$ cat config.mk
export PLATFORM = sky130hd
export DESIGN_NAME = tlc_clock_gating
export DESIGN_NICKNAME = d
export VERILOG_FILES = /design/src/verilog/tlc_pkg.sv /design/src/verilog/tlc_clock_gating.sv
export VERILOG_INCLUDE_DIRS = /design/src /design/src/verilog
export SDC_FILE = /design/constraint.sdc
export NUM_CORES = 1
export LEC_CHECK = 0
export BUFFER_PORTS_ARGS = -buffer_cell sky130_fd_sc_hd__buf_2
export CAP_MARGIN = 20
export CELL_PAD_IN_SITES_DETAIL_PLACEMENT = 1
export CELL_PAD_IN_SITES_GLOBAL_PLACEMENT = 1
export CORE_MARGIN = 3
export CORE_UTILIZATION = 33
export CTS_CLUSTER_SIZE = 40
export DETAILED_ROUTE_END_ITERATION = 8
export HOLD_SLACK_MARGIN = 0.06
export PLACE_DENSITY_LB_ADDON = 0.1
export SYNTH_ARGS = -nofsm -noshare
export SYNTH_HDL_FRONTEND = slang
export SYNTH_SLANG_ARGS = --single-unit
$ cat constraint.sdc
create_clock -name clk -period 2.4 [get_ports clk]
set_clock_uncertainty 0.1 [all_clocks]
set_input_delay 0.48 -clock clk [delete_from_list [all_inputs] [get_ports clk]]
set_output_delay 0.48 -clock clk [all_outputs]
set_load 0.02 [all_outputs]
$ cat src/verilog/tlc_cfg.svh
`ifndef TLC_CFG_SVH
`define TLC_CFG_SVH
// ==========================================
// Register offsets (byte addresses)
`define TLC_ADDR_W           12
`define TLC_OFS_SYS_PATH     12'h040
`define TLC_OFS_COPROC_SLOW  12'h04c
`define TLC_OFS_CPU_PATH     12'h050
`define TLC_OFS_DEBUG_WIRE   12'h05c
`define TLC_OFS_GENERAL      12'h104
`define TLC_OFS_FABRIC_VOICE 12'h11c
`define TLC_OFS_AUDIO        12'h120
`define TLC_OFS_DIV_INPUT    12'h124
// ==========================================
// Field widths
`define TLC_DIV_W            10
`define TLC_GEN_W            8
`define TLC_SYS_W            10
`define TLC_CPU_W            7
`define TLC_FAB_W            3
`define TLC_CPS_W            4
`define TLC_AUD_W            4
`define TLC_SRAM_GROUPS      4
`define TLC_BANKS_PER_GROUP  4
// ==========================================
// Reset values
`define TLC_RST_DIV_INPUT    10'h3ff
`define TLC_RST_GENERAL      8'h00
`define TLC_RST_SYS_PATH     10'h291
`define TLC_RST_CPU_PATH     7'h43
`define TLC_RST_FABRIC_VOICE 3'h0
`define TLC_RST_COPROC_SLOW  4'h0
`define TLC_RST_AUDIO        4'h0
`define TLC_RST_DEBUG_WIRE   1'h1
// ==========================================
// Field positions
`define TLC_GEN_SPI_KEEP     0
`define TLC_SYS_RO_BIT       0
`define TLC_CPU_RO_BIT       0
`define TLC_CPU_SRAM_LSB     1
`define TLC_CPS_SLOW_BIT     0
`define TLC_DIV_COPROC_BIT   2
// ==========================================
// Coprocessor slow clock divide factor
`define TLC_SLOW_DIV         4
`define TLC_SLOW_CNT_W       2
`endif

$ cat src/verilog/tlc_pkg.sv
`default_nettype none
`include "tlc_cfg.svh"
package tlc_pkg;
	// ==========================================
	// Register bus request
	typedef struct packed {
		logic [`TLC_ADDR_W-1:0] addr;
		logic [31:0]            wdata;
		logic                   wr;
		logic                   rd;
	} tlc_bus_req_t;

	// ==========================================
	// Gate enables toward the clock gating cells
	typedef struct packed {
		logic [`TLC_DIV_W-1:0] divider_input;
		logic [`TLC_SYS_W-1:0] system_path;
		logic [`TLC_CPU_W-1:0] cpu_domain;
		logic [`TLC_FAB_W-1:0] fabric_voice;
		logic [`TLC_CPS_W-1:0] coproc_slow;
		logic [`TLC_AUD_W-1:0] audio;
		logic                  debug_wire;
	} tlc_gates_t;
endpackage
`default_nettype wire

$ cat src/verilog/tlc_clock_gating.sv
// Implementation choice: the address-and-strobe port.
`default_nettype none
`include "tlc_cfg.svh"
module tlc_clock_gating
	import tlc_pkg::*;
(
	// Clock and reset
	input  wire logic                           clk,
	input  wire logic                           rst,
	// Register port
	input  wire tlc_bus_req_t                   bus_req,
	output logic [31:0]                         bus_rdata,
	// SPI pad side
	input  wire logic                           spi_pad_clk,
	input  wire logic                           spi_cs_n,
	output logic                                internal_spi_clock,
	// Debug wire pad side
	input  wire logic                           debug_pad_clk,
	output logic                                debug_wire_clock,
	// SRAM wakeup
	input  wire logic [`TLC_SRAM_GROUPS*`TLC_BANKS_PER_GROUP-1:0] sram_access,
	input  wire logic [`TLC_SRAM_GROUPS*`TLC_BANKS_PER_GROUP-1:0] sram_sleep,
	output logic [`TLC_SRAM_GROUPS*`TLC_BANKS_PER_GROUP-1:0]      sram_power_on,
	// Gate enables and coprocessor slow tick
	output tlc_gates_t                          gates,
	output logic                                coproc_slow_tick
);
	localparam int NB = `TLC_SRAM_GROUPS * `TLC_BANKS_PER_GROUP;

	// ==========================================
	// Register storage
	logic [`TLC_DIV_W-1:0] div_q;
	logic [`TLC_GEN_W-1:0] gen_q;
	logic [`TLC_SYS_W-1:0] sys_q;
	logic [`TLC_CPU_W-1:0] cpu_q;
	logic [`TLC_CPU_W-1:0] cpu_d;
	logic [`TLC_FAB_W-1:0] fab_q;
	logic [`TLC_CPS_W-1:0] cps_q;
	logic [`TLC_AUD_W-1:0] aud_q;
	logic                  dbg_q;
	logic [NB-1:0]         bank_on_q;
	logic [`TLC_SRAM_GROUPS-1:0] group_wake;

	// ==========================================
	// Write decode
	logic wr_div;
	logic wr_gen;
	logic wr_sys;
	logic wr_cpu;
	logic wr_fab;
	logic wr_cps;
	logic wr_aud;
	logic wr_dbg;

	assign wr_div = bus_req.wr && bus_req.addr == `TLC_OFS_DIV_INPUT;
	assign wr_gen = bus_req.wr && bus_req.addr == `TLC_OFS_GENERAL;
	assign wr_sys = bus_req.wr && bus_req.addr == `TLC_OFS_SYS_PATH;
	assign wr_cpu = bus_req.wr && bus_req.addr == `TLC_OFS_CPU_PATH;
	assign wr_fab = bus_req.wr && bus_req.addr == `TLC_OFS_FABRIC_VOICE;
	assign wr_cps = bus_req.wr && bus_req.addr == `TLC_OFS_COPROC_SLOW;
	assign wr_aud = bus_req.wr && bus_req.addr == `TLC_OFS_AUDIO;
	assign wr_dbg = bus_req.wr && bus_req.addr == `TLC_OFS_DEBUG_WIRE;

	// Divider input gates, bit 2 also runs the slow counter
	always_ff @(posedge clk) begin
		if (rst) begin
			div_q <= `TLC_RST_DIV_INPUT;
		end else if (wr_div) begin
			div_q <= bus_req.wdata[`TLC_DIV_W-1:0];
		end
	end

	// Keep-running bit plus general storage
	always_ff @(posedge clk) begin
		if (rst) begin
			gen_q <= `TLC_RST_GENERAL;
		end else if (wr_gen) begin
			gen_q <= bus_req.wdata[`TLC_GEN_W-1:0];
		end
	end

	// System path gates, bit 0 fixed at 1
	always_ff @(posedge clk) begin
		if (rst) begin
			sys_q <= `TLC_RST_SYS_PATH;
		end else if (wr_sys) begin
			sys_q <= bus_req.wdata[`TLC_SYS_W-1:0] | 10'h001;
		end
	end

	// ==========================================
	// SRAM auto wakeup
	genvar g;
	generate
		for (g = 0; g < NB; g++) begin : g_bank
			always_ff @(posedge clk) begin
				if (rst) begin
					bank_on_q[g] <= 1'b0;
				end else if (sram_access[g]) begin
					bank_on_q[g] <= 1'b1;
				end else if (sram_sleep[g]) begin
					bank_on_q[g] <= 1'b0;
				end
			end
		end
		for (g = 0; g < `TLC_SRAM_GROUPS; g++) begin : g_group
			// Wake of a sleeping bank in this group
			assign group_wake[g] = |(sram_access[g*4 +: 4]
				& ~bank_on_q[g*4 +: 4]);
		end
	endgenerate

	// Processor path: hardware set wins over a software clear
	always_comb begin
		cpu_d = cpu_q;
		if (wr_cpu) begin
			cpu_d = bus_req.wdata[`TLC_CPU_W-1:0];
		end
		cpu_d[`TLC_CPU_SRAM_LSB +: `TLC_SRAM_GROUPS] =
			cpu_d[`TLC_CPU_SRAM_LSB +: `TLC_SRAM_GROUPS]
			| group_wake;
		cpu_d[`TLC_CPU_RO_BIT] = 1'b1;
	end

	always_ff @(posedge clk) begin
		if (rst) begin
			cpu_q <= `TLC_RST_CPU_PATH;
		end else begin
			cpu_q <= cpu_d;
		end
	end

	always_ff @(posedge clk) begin
		if (rst) begin
			fab_q <= `TLC_RST_FABRIC_VOICE;
		end else if (wr_fab) begin
			fab_q <= bus_req.wdata[`TLC_FAB_W-1:0];
		end
	end

	always_ff @(posedge clk) begin
		if (rst) begin
			cps_q <= `TLC_RST_COPROC_SLOW;
		end else if (wr_cps) begin
			cps_q <= bus_req.wdata[`TLC_CPS_W-1:0];
		end
	end

	always_ff @(posedge clk) begin
		if (rst) begin
			aud_q <= `TLC_RST_AUDIO;
		end else if (wr_aud) begin
			aud_q <= bus_req.wdata[`TLC_AUD_W-1:0];
		end
	end

	always_ff @(posedge clk) begin
		if (rst) begin
			dbg_q <= `TLC_RST_DEBUG_WIRE;
		end else if (wr_dbg) begin
			dbg_q <= bus_req.wdata[0];
		end
	end

	// ==========================================
	// Read port, one cycle latency
	always_ff @(posedge clk) begin
		if (rst) begin
			bus_rdata <= 32'h0000_0000;
		end else if (!bus_req.rd) begin
			bus_rdata <= 32'h0000_0000;
		end else if (bus_req.addr == `TLC_OFS_DIV_INPUT) begin
			bus_rdata <= {22'h0, div_q};
		end else if (bus_req.addr == `TLC_OFS_GENERAL) begin
			bus_rdata <= {24'h0, gen_q};
		end else if (bus_req.addr == `TLC_OFS_SYS_PATH) begin
			bus_rdata <= {22'h0, sys_q};
		end else if (bus_req.addr == `TLC_OFS_CPU_PATH) begin
			bus_rdata <= {25'h0, cpu_q};
		end else if (bus_req.addr == `TLC_OFS_FABRIC_VOICE) begin
			bus_rdata <= {29'h0, fab_q};
		end else if (bus_req.addr == `TLC_OFS_COPROC_SLOW) begin
			bus_rdata <= {28'h0, cps_q};
		end else if (bus_req.addr == `TLC_OFS_AUDIO) begin
			bus_rdata <= {28'h0, aud_q};
		end else if (bus_req.addr == `TLC_OFS_DEBUG_WIRE) begin
			bus_rdata <= {31'h0, dbg_q};
		end else begin
			bus_rdata <= 32'h0000_0000;
		end
	end

	// ==========================================
	// Pad clock synchronisers
	logic [1:0] spi_clk_s;
	logic [1:0] spi_cs_s;
	logic [1:0] dbg_clk_s;
	logic       spi_en_q;
	logic       dbg_en_q;

	always_ff @(posedge clk) begin
		if (rst) begin
			spi_clk_s <= 2'h0;
			spi_cs_s  <= 2'h3;
			dbg_clk_s <= 2'h0;
		end else begin
			spi_clk_s <= {spi_clk_s[0], spi_pad_clk};
			spi_cs_s  <= {spi_cs_s[0], spi_cs_n};
			dbg_clk_s <= {dbg_clk_s[0], debug_pad_clk};
		end
	end

	// Enables move only while the pad clock is low
	always_ff @(posedge clk) begin
		if (rst) begin
			spi_en_q <= 1'b0;
		end else if (!spi_clk_s[1]) begin
			spi_en_q <= gen_q[`TLC_GEN_SPI_KEEP] || !spi_cs_s[1];
		end
	end

	always_ff @(posedge clk) begin
		if (rst) begin
			dbg_en_q <= `TLC_RST_DEBUG_WIRE;
		end else if (!dbg_clk_s[1]) begin
			dbg_en_q <= dbg_q;
		end
	end

	always_ff @(posedge clk) begin
		if (rst) begin
			internal_spi_clock <= 1'b0;
			debug_wire_clock   <= 1'b0;
		end else begin
			internal_spi_clock <= spi_clk_s[1] && spi_en_q;
			debug_wire_clock   <= dbg_clk_s[1] && dbg_en_q;
		end
	end

	// ==========================================
	// Coprocessor slow clock, fast clock / 4
	logic [`TLC_SLOW_CNT_W-1:0] slow_cnt_q;
	logic                       slow_en_q;

	always_ff @(posedge clk) begin
		if (rst) begin
			slow_cnt_q <= '0;
		end else if (div_q[`TLC_DIV_COPROC_BIT]) begin
			slow_cnt_q <= slow_cnt_q + 1'b1;
		end
	end

	// Slow gate enable moves only away from the tick
	always_ff @(posedge clk) begin
		if (rst) begin
			slow_en_q <= 1'b0;
		end else if (slow_cnt_q == 2'h1) begin
			slow_en_q <= cps_q[`TLC_CPS_SLOW_BIT];
		end
	end

	always_ff @(posedge clk) begin
		if (rst) begin
			coproc_slow_tick <= 1'b0;
		end else begin
			coproc_slow_tick <= div_q[`TLC_DIV_COPROC_BIT] && slow_en_q
				&& slow_cnt_q == 2'(`TLC_SLOW_DIV - 1);
		end
	end

	// ==========================================
	// Gate enable outputs, straight from registers
	assign sram_power_on       = bank_on_q;
	assign gates.divider_input = div_q;
	assign gates.system_path   = sys_q;
	assign gates.cpu_domain    = cpu_q;
	assign gates.fabric_voice  = fab_q;
	assign gates.coproc_slow   = cps_q;
	assign gates.audio         = aud_q;
	assign gates.debug_wire    = dbg_q;
endmodule
`default_nettype wire

**Yosys cells after proc, flatten, opt, wreduce, memory -nomap -nowiden**

Index checks and enable logic that the tools add are counted.

- Register bits: 108
- Bits of input ports: 83
- Logic and storage cells: 136

- Add/sub/neg operators: 1
- Equality and inequality tests: 10
- Multiplexer cells: 41
- Bitwise gates (word level): 10
- Reductions and logical operators: 36

Operators by type and width:

| operator | count |
|---|---|
| equality test 12 x 7 -> 1 bit, second input constant | 4 |
| equality test 12 x 9 -> 1 bit, second input constant | 4 |
| 2-to-1 mux 1 bit | 33 |
| nonzero test 2 bit | 16 |
| 2-to-1 mux 10 bit | 3 |
| AND 4 bit | 4 |
| inverter 4 bit | 4 |
| OR reduction 4 bit | 4 |
| logical AND 1 bit | 12 |
| 2-to-1 mux 4 bit | 3 |
| OR reduction 9 bit | 1 |
| 2-to-1 mux 7 bit | 1 |
| 2-to-1 mux 5 bit | 1 |
| bitwise OR 4 bit | 1 |
| adder 2 x 1 -> 2 bit, second input constant | 1 |
| equality test 2 x 1 -> 1 bit, second input constant | 1 |
| equality test 2 bit, second input constant | 1 |
| OR reduction 2 bit | 1 |
| logical NOT 1 bit | 1 |
| logical OR 1 bit | 1 |
| inverter 1 bit | 1 |

**Depth between registers and ports, before layout**

- Depth in word-level cells: 9
- Gate-level depth with buffers: 7
- Gate-level depth less buffers: 5

**Worst setup path after synthesis**

OpenSTA, ideal clock, no wires.

- Kind: input port to flip-flop
- From: input port bus_req[43] in the netlist's numbering
- To: register bus_rdata[1]
- Data arrival time: 1.997 ns
- Setup slack: 0.179 ns
- Cell stages on the path: 5
- Path buffers: 1
- Cell sequence: or4_4 > buf_6 > or4_1 > o221ai_1 > o21ai_0

- Cells in the longest elaborated chain, start to end: 8
- Elaborated cells between the ends (all ways): 14
- Classes of those cells: eq/ne (7); mux (7)

RTL lines:

| element | line | RTL |
|---|---|---|
| start: declaration | tlc_clock_gating.sv:11 | `input wire tlc_bus_req_t bus_req,` |
| equality test 12 x 9 -> 1 bit (no line) | -- |  |
| 2-to-1 mux 4 bit | tlc_clock_gating.sv:184 | `` end else if (bus_req.addr == `TLC_OFS_AUDIO) begin `` |
| 2-to-1 mux 4 bit | tlc_clock_gating.sv:182 | `` end else if (bus_req.addr == `TLC_OFS_COPROC_SLOW) begin `` |
| 2-to-1 mux 4 bit | tlc_clock_gating.sv:180 | `` end else if (bus_req.addr == `TLC_OFS_FABRIC_VOICE) begin `` |
| 2-to-1 mux 7 bit | tlc_clock_gating.sv:178 | `` end else if (bus_req.addr == `TLC_OFS_CPU_PATH) begin `` |
| 2-to-1 mux 10 bit | tlc_clock_gating.sv:176 | `` end else if (bus_req.addr == `TLC_OFS_SYS_PATH) begin `` |
| 2-to-1 mux 10 bit | tlc_clock_gating.sv:174 | `` end else if (bus_req.addr == `TLC_OFS_GENERAL) begin `` |
| 2-to-1 mux 10 bit * | tlc_clock_gating.sv:172 | `` end else if (bus_req.addr == `TLC_OFS_DIV_INPUT) begin `` |
| end signal: assignment | tlc_clock_gating.sv:173 | `bus_rdata <= {22'h0, div_q};` |
| end signal: assignment | tlc_clock_gating.sv:175 | `bus_rdata <= {24'h0, gen_q};` |
| end signal: assignment | tlc_clock_gating.sv:177 | `bus_rdata <= {22'h0, sys_q};` |
| end: declaration | tlc_clock_gating.sv:12 | `output logic [31:0] bus_rdata,` |

Mark *: on every way between the ends. The rest lies on a longest branch, timed or not.
A chain may end at the register's enable or synchronous reset.

**Worst setup path after layout**

Ends and elaborated chain as after synthesis.

==> metrics.md <==
| Metric | Value |
|---|---|
| Status | `completed` |
| Antenna Diode Count | `0` |
| Max stage delay cell, worst path | `sky130_fd_sc_hd__or4_4` |
| Share of async-settable or async-resettable flops after synthesis | `0%` |
| Number of max-slew violations in the final report | `0` |
| Vias in the first global route | `around 3700` |
| Estimated wirelength of the detail-placed design | `8.93 mm` |
| Worst setup slack after placement | `-0.0585 ns` |
| Overall fraction of global-route tracks in use | `18.8%` |
| Worst R2R Path Depth | `4` |
| Post-Place Cell Area | `about 4600 um^2` |
| Areal power density over the cells | `661 nW/um^2` |
| Wire length per cell | `about 16 um` |
| Number of remaining DRC errors | `0` |
| Mean instance size in the synthesized netlist | `between 8 and 9 um^2` |
| Fraction of final layout cells sized beyond drive strength 1 | `a little under a third` |
| Worst setup SP type | `input port` |
| Maximum cell stage delay along the critical path | `around 0.65 ns` |
| Worst Hold End | `spi_cs_s[0]` |
| Leak pwr | `about 2.3 nW` |
| Min cycle time layout | `around 2.1 ns` |
| Top cells by area in the synthesized netlist | `sky130_fd_sc_hd__dfxtp_1, sky130_fd_sc_hd__a21oi_1, sky130_fd_sc_hd__mux2i_1` |
| Number of buffers inserted to repair setup after CTS | `0` |
| Global-route wire length before repair | `19.0 mm` |
| M1 WL | `between 5 and 6 mm` |
| Die outline area | `roughly 13000 um^2` |
| Maximum vdd ir drop | `roughly 0.00032 V` |
| Die X-Extent | `113 um` |
| Clock-pin slew reported for the worst setup and hold paths after clock tree synthesis | `approximately 0.06 ns` |
| Area of combinational cells with multiple inputs | `1790 um^2` |
| Clk Latency, worst-skew pair | `0.34 ns` |
| Sum of routed wire length over all layers | `11.8 mm` |
| Most used cells in the layout excluding fill and tap cells | `sky130_fd_sc_hd__buf_2, sky130_fd_sc_hd__dfxtp_1, sky130_fd_sc_hd__a21oi_1` |
| Synth-to-layout area growth | `30.2%` |
| Netlist Area Pre-Place | `between 3000 and 4000 um^2` |
| Effective utilization at floorplan | `between 30% and 40%` |
| Cell Chain, Critical Path | `buf_2, or4_4, buf_4, nor4_1, a211oi_1, o21ai_0` |
| Pin count of the biggest net entering global routing | `45` |
| Number of H-tree levels | `3` |
| Required time at the worst-slack endpoint | `~2.5 ns` |
| Total congestion overflow | `0` |
| Maxcap violations | `0` |
| Origin of the worst min-delay path | `spi_cs_n` |
| Distinct cells, synth | `46` |
| Initial DRC count | `slightly below 100` |
| Category of the critical setup timing path | `in2reg` |
| Post-route fraction of the period consumed by the critical path | `between 80% and 90%` |
| Hold path cells | `2` |
| Met2 WL post-DR | `5.76 mm` |
| Number of storage elements in the synthesis netlist | `85` |
| Buffers from clock root to sink, at most | `2` |
| DR WL met3 | `slightly above 800 um` |
| Clock buffer count from CTS | `9` |
| Setup TNS Final | `0 ns` |
| Total number of placement rows | `38` |
| Internal reg-to-reg setup slack | `approximately 1.1 ns` |
| Kind of end point of the critical path | `flip-flop` |
| Placeable core region | `between 10000 and 15000 um^2` |
| Fraction of the yosys area taken by sequential cells | `44.8%` |
| Total via count in the routed design | `3588` |
| Prevailing post-synth register cell | `sky130_fd_sc_hd__dfxtp_1` |
| Number of antenna violations at the first check in global routing | `0` |
| Arrival @ worst endpoint | `roughly 2.3 ns` |
| Final Core Density | `between 40 and 50%` |
| Average via count per standard cell | `about 4.9` |
| Yosys Warn Count | `0` |
| Clock tree from TritonCTS | `done` |
| Total Nets Final | `between 600 and 700` |
| Maximum clock frequency | `0.467 GHz` |
| Most common cell after layout, fill and taps aside | `sky130_fd_sc_hd__buf_2` |
| Final number of hold-violating endpoints | `0` |
| Total non-filler cell area in the finished layout | `around 5000 um^2` |
| Worst setup margin | `0.257 ns` |
| IO Count | `~170` |
| Port buffer count | `~130` |
| Worst-path maximum fanout | `10` |
| Top cell type by total area after synthesis | `sky130_fd_sc_hd__dfxtp_1` |
| Die height | `approximately 110 um` |
| Final setup violating endpoints | `0` |
| Root cell of the clock tree | `sky130_fd_sc_hd__clkbuf_16` |
| Number of instances in the synthesized netlist | `approximately 450` |
| Final ANT Viol Nets | `0` |
| Count of fill cells added during filler insertion | `between 1000 and 1500` |
| Number of detailed-route iterations in the first pass | `4` |
| Highest metal layer with signal wires | `met4` |
| Number of flops mapped to enable cells by yosys | `0` |
| Sequential cell area | `1700 um^2` |
| Count of cells resized by post-cts repair | `0` |
| Cts-stage hold buffer count | `0` |
| Hold Crit Class | `in2reg` |
| Top cell type's share of synthesized area | `~45%` |
| Number of sinks driven by the clock tree | `85` |
| Launch point of the worst reg-to-reg path | `aud_q[1]` |
| Endpoint of the worst register-to-register path | `bus_rdata[1]` |
| Unrepaired setup endpoints after global routing | `no` |
| Last weighted congestion value of the routability-driven placer | `0.774` |
==> cells in the mapped netlist (2+ instances only) <==
cell type                  number
sky130_fd_sc_hd__inv_1         28
sky130_fd_sc_hd__o22ai_1        6
sky130_fd_sc_hd__nand2_1       55
sky130_fd_sc_hd__nor4_4         3
sky130_fd_sc_hd__a211oi_1       2
sky130_fd_sc_hd__nand3_1       23
sky130_fd_sc_hd__mux2i_1       21
sky130_fd_sc_hd__ha_1           2
sky130_fd_sc_hd__nor2b_1       10
sky130_fd_sc_hd__a21oi_1       59
sky130_fd_sc_hd__or4_1          2
sky130_fd_sc_hd__clkbuf_1      15
sky130_fd_sc_hd__dfxtp_1       85
sky130_fd_sc_hd__o221ai_1       2
sky130_fd_sc_hd__or2_2          2
sky130_fd_sc_hd__nand2b_1      14
sky130_fd_sc_hd__conb_1         2
sky130_fd_sc_hd__nor3_1         5
sky130_fd_sc_hd__or3_1          2
sky130_fd_sc_hd__nor4_2         3
sky130_fd_sc_hd__nor2_1        36
sky130_fd_sc_hd__buf_1          2
sky130_fd_sc_hd__nor4_1         3
sky130_fd_sc_hd__buf_4         25
sky130_fd_sc_hd__nand3b_1      11
sky130_fd_sc_hd__buf_2          5
sky130_fd_sc_hd__o21ai_0        6
sky130_fd_sc_hd__a32oi_1        3
sky130_fd_sc_hd__or3b_2         2
==> area by class of cell <==
type                    instances  area share, %
clock buffers                   9           4.55
well taps                     140           3.54
flip-flops and latches         85           34.4
multi-input cells             312           36.1
inverters                      28           2.12
clock inverters                 7           1.97
repair buffers                156           17.3
==> flip-flops by register name, summed over array words and instances (netlist names), 2 cells and up <==
name           count
sram_power_on     16
bus_rdata         10
div_q             10
sys_q              9
gen_q              8
cpu_q              6
aud_q              4
cps_q              4
fab_q              3
dbg_clk_s          2
slow_cnt_q         2
spi_clk_s          2
spi_cs_s           2
==> how the worst max path moves through the flow <==
stage                               to  cells past startpoint        start
after floorplan           bus_rdata[1]                      5  bus_req[43]
after global routing      bus_rdata[2]                      8  bus_req[43]
after CTS                 bus_rdata[0]                      8  bus_req[43]
final                     bus_rdata[1]                      6  bus_req[43]
after global placement    bus_rdata[0]                      8  bus_req[43]
after detailed placement  bus_rdata[1]                      6  bus_req[43]
==> where the power goes <==
group | total, mW | switching, mW | internal, mW
clock | 1.51 | 0.590 | 0.919
combinational | 0.298 | 0.192 | 0.106
sequential | 1.46 | 0.0210 | 1.44
==> logic make-up after synthesis <==
group           share of synthesized area, %
fa+ha+maj                              0.659
xor+xnor                               0.231
other cells                            0.198
simple gates                            25.4
compound gates                          12.8
flops                                   44.8
buf+inv                                 10.3
mux                                     5.53
==> metal layers <==
| metal | global-route usage, % | vias up |
|---|---|---|
| li1 | - | 1771 |
| met1 | 23.8 | 1696 |
| met2 | 31.2 | 112 |
| met3 | 5.94 | 9 |
| met4 | 4.57 | 0 |
| met5 | 0 | - |
==> worst max-delay path, delay by kind of cell <==
| kind | cells | cell delay [ns] |
|---|---|---|
| AOI/OAI and AO/OA | 2 | 0.41 |
| buffers and inverters | 2 | 0.31 |
| and+or+nand+nor | 2 | 1.06 |
==> through the flow <==
stage	hold WS, ns	std cells	total power [mW]
floorplan	0.289	473	1.70
global placement	0.294	721	1.79
detailed placement	0.301	721	1.79
CTS	0.213	737	3.32
global route	0.221	737	3.42
finish	0.228	737	3.27
(Power assumes the default switching activity.)
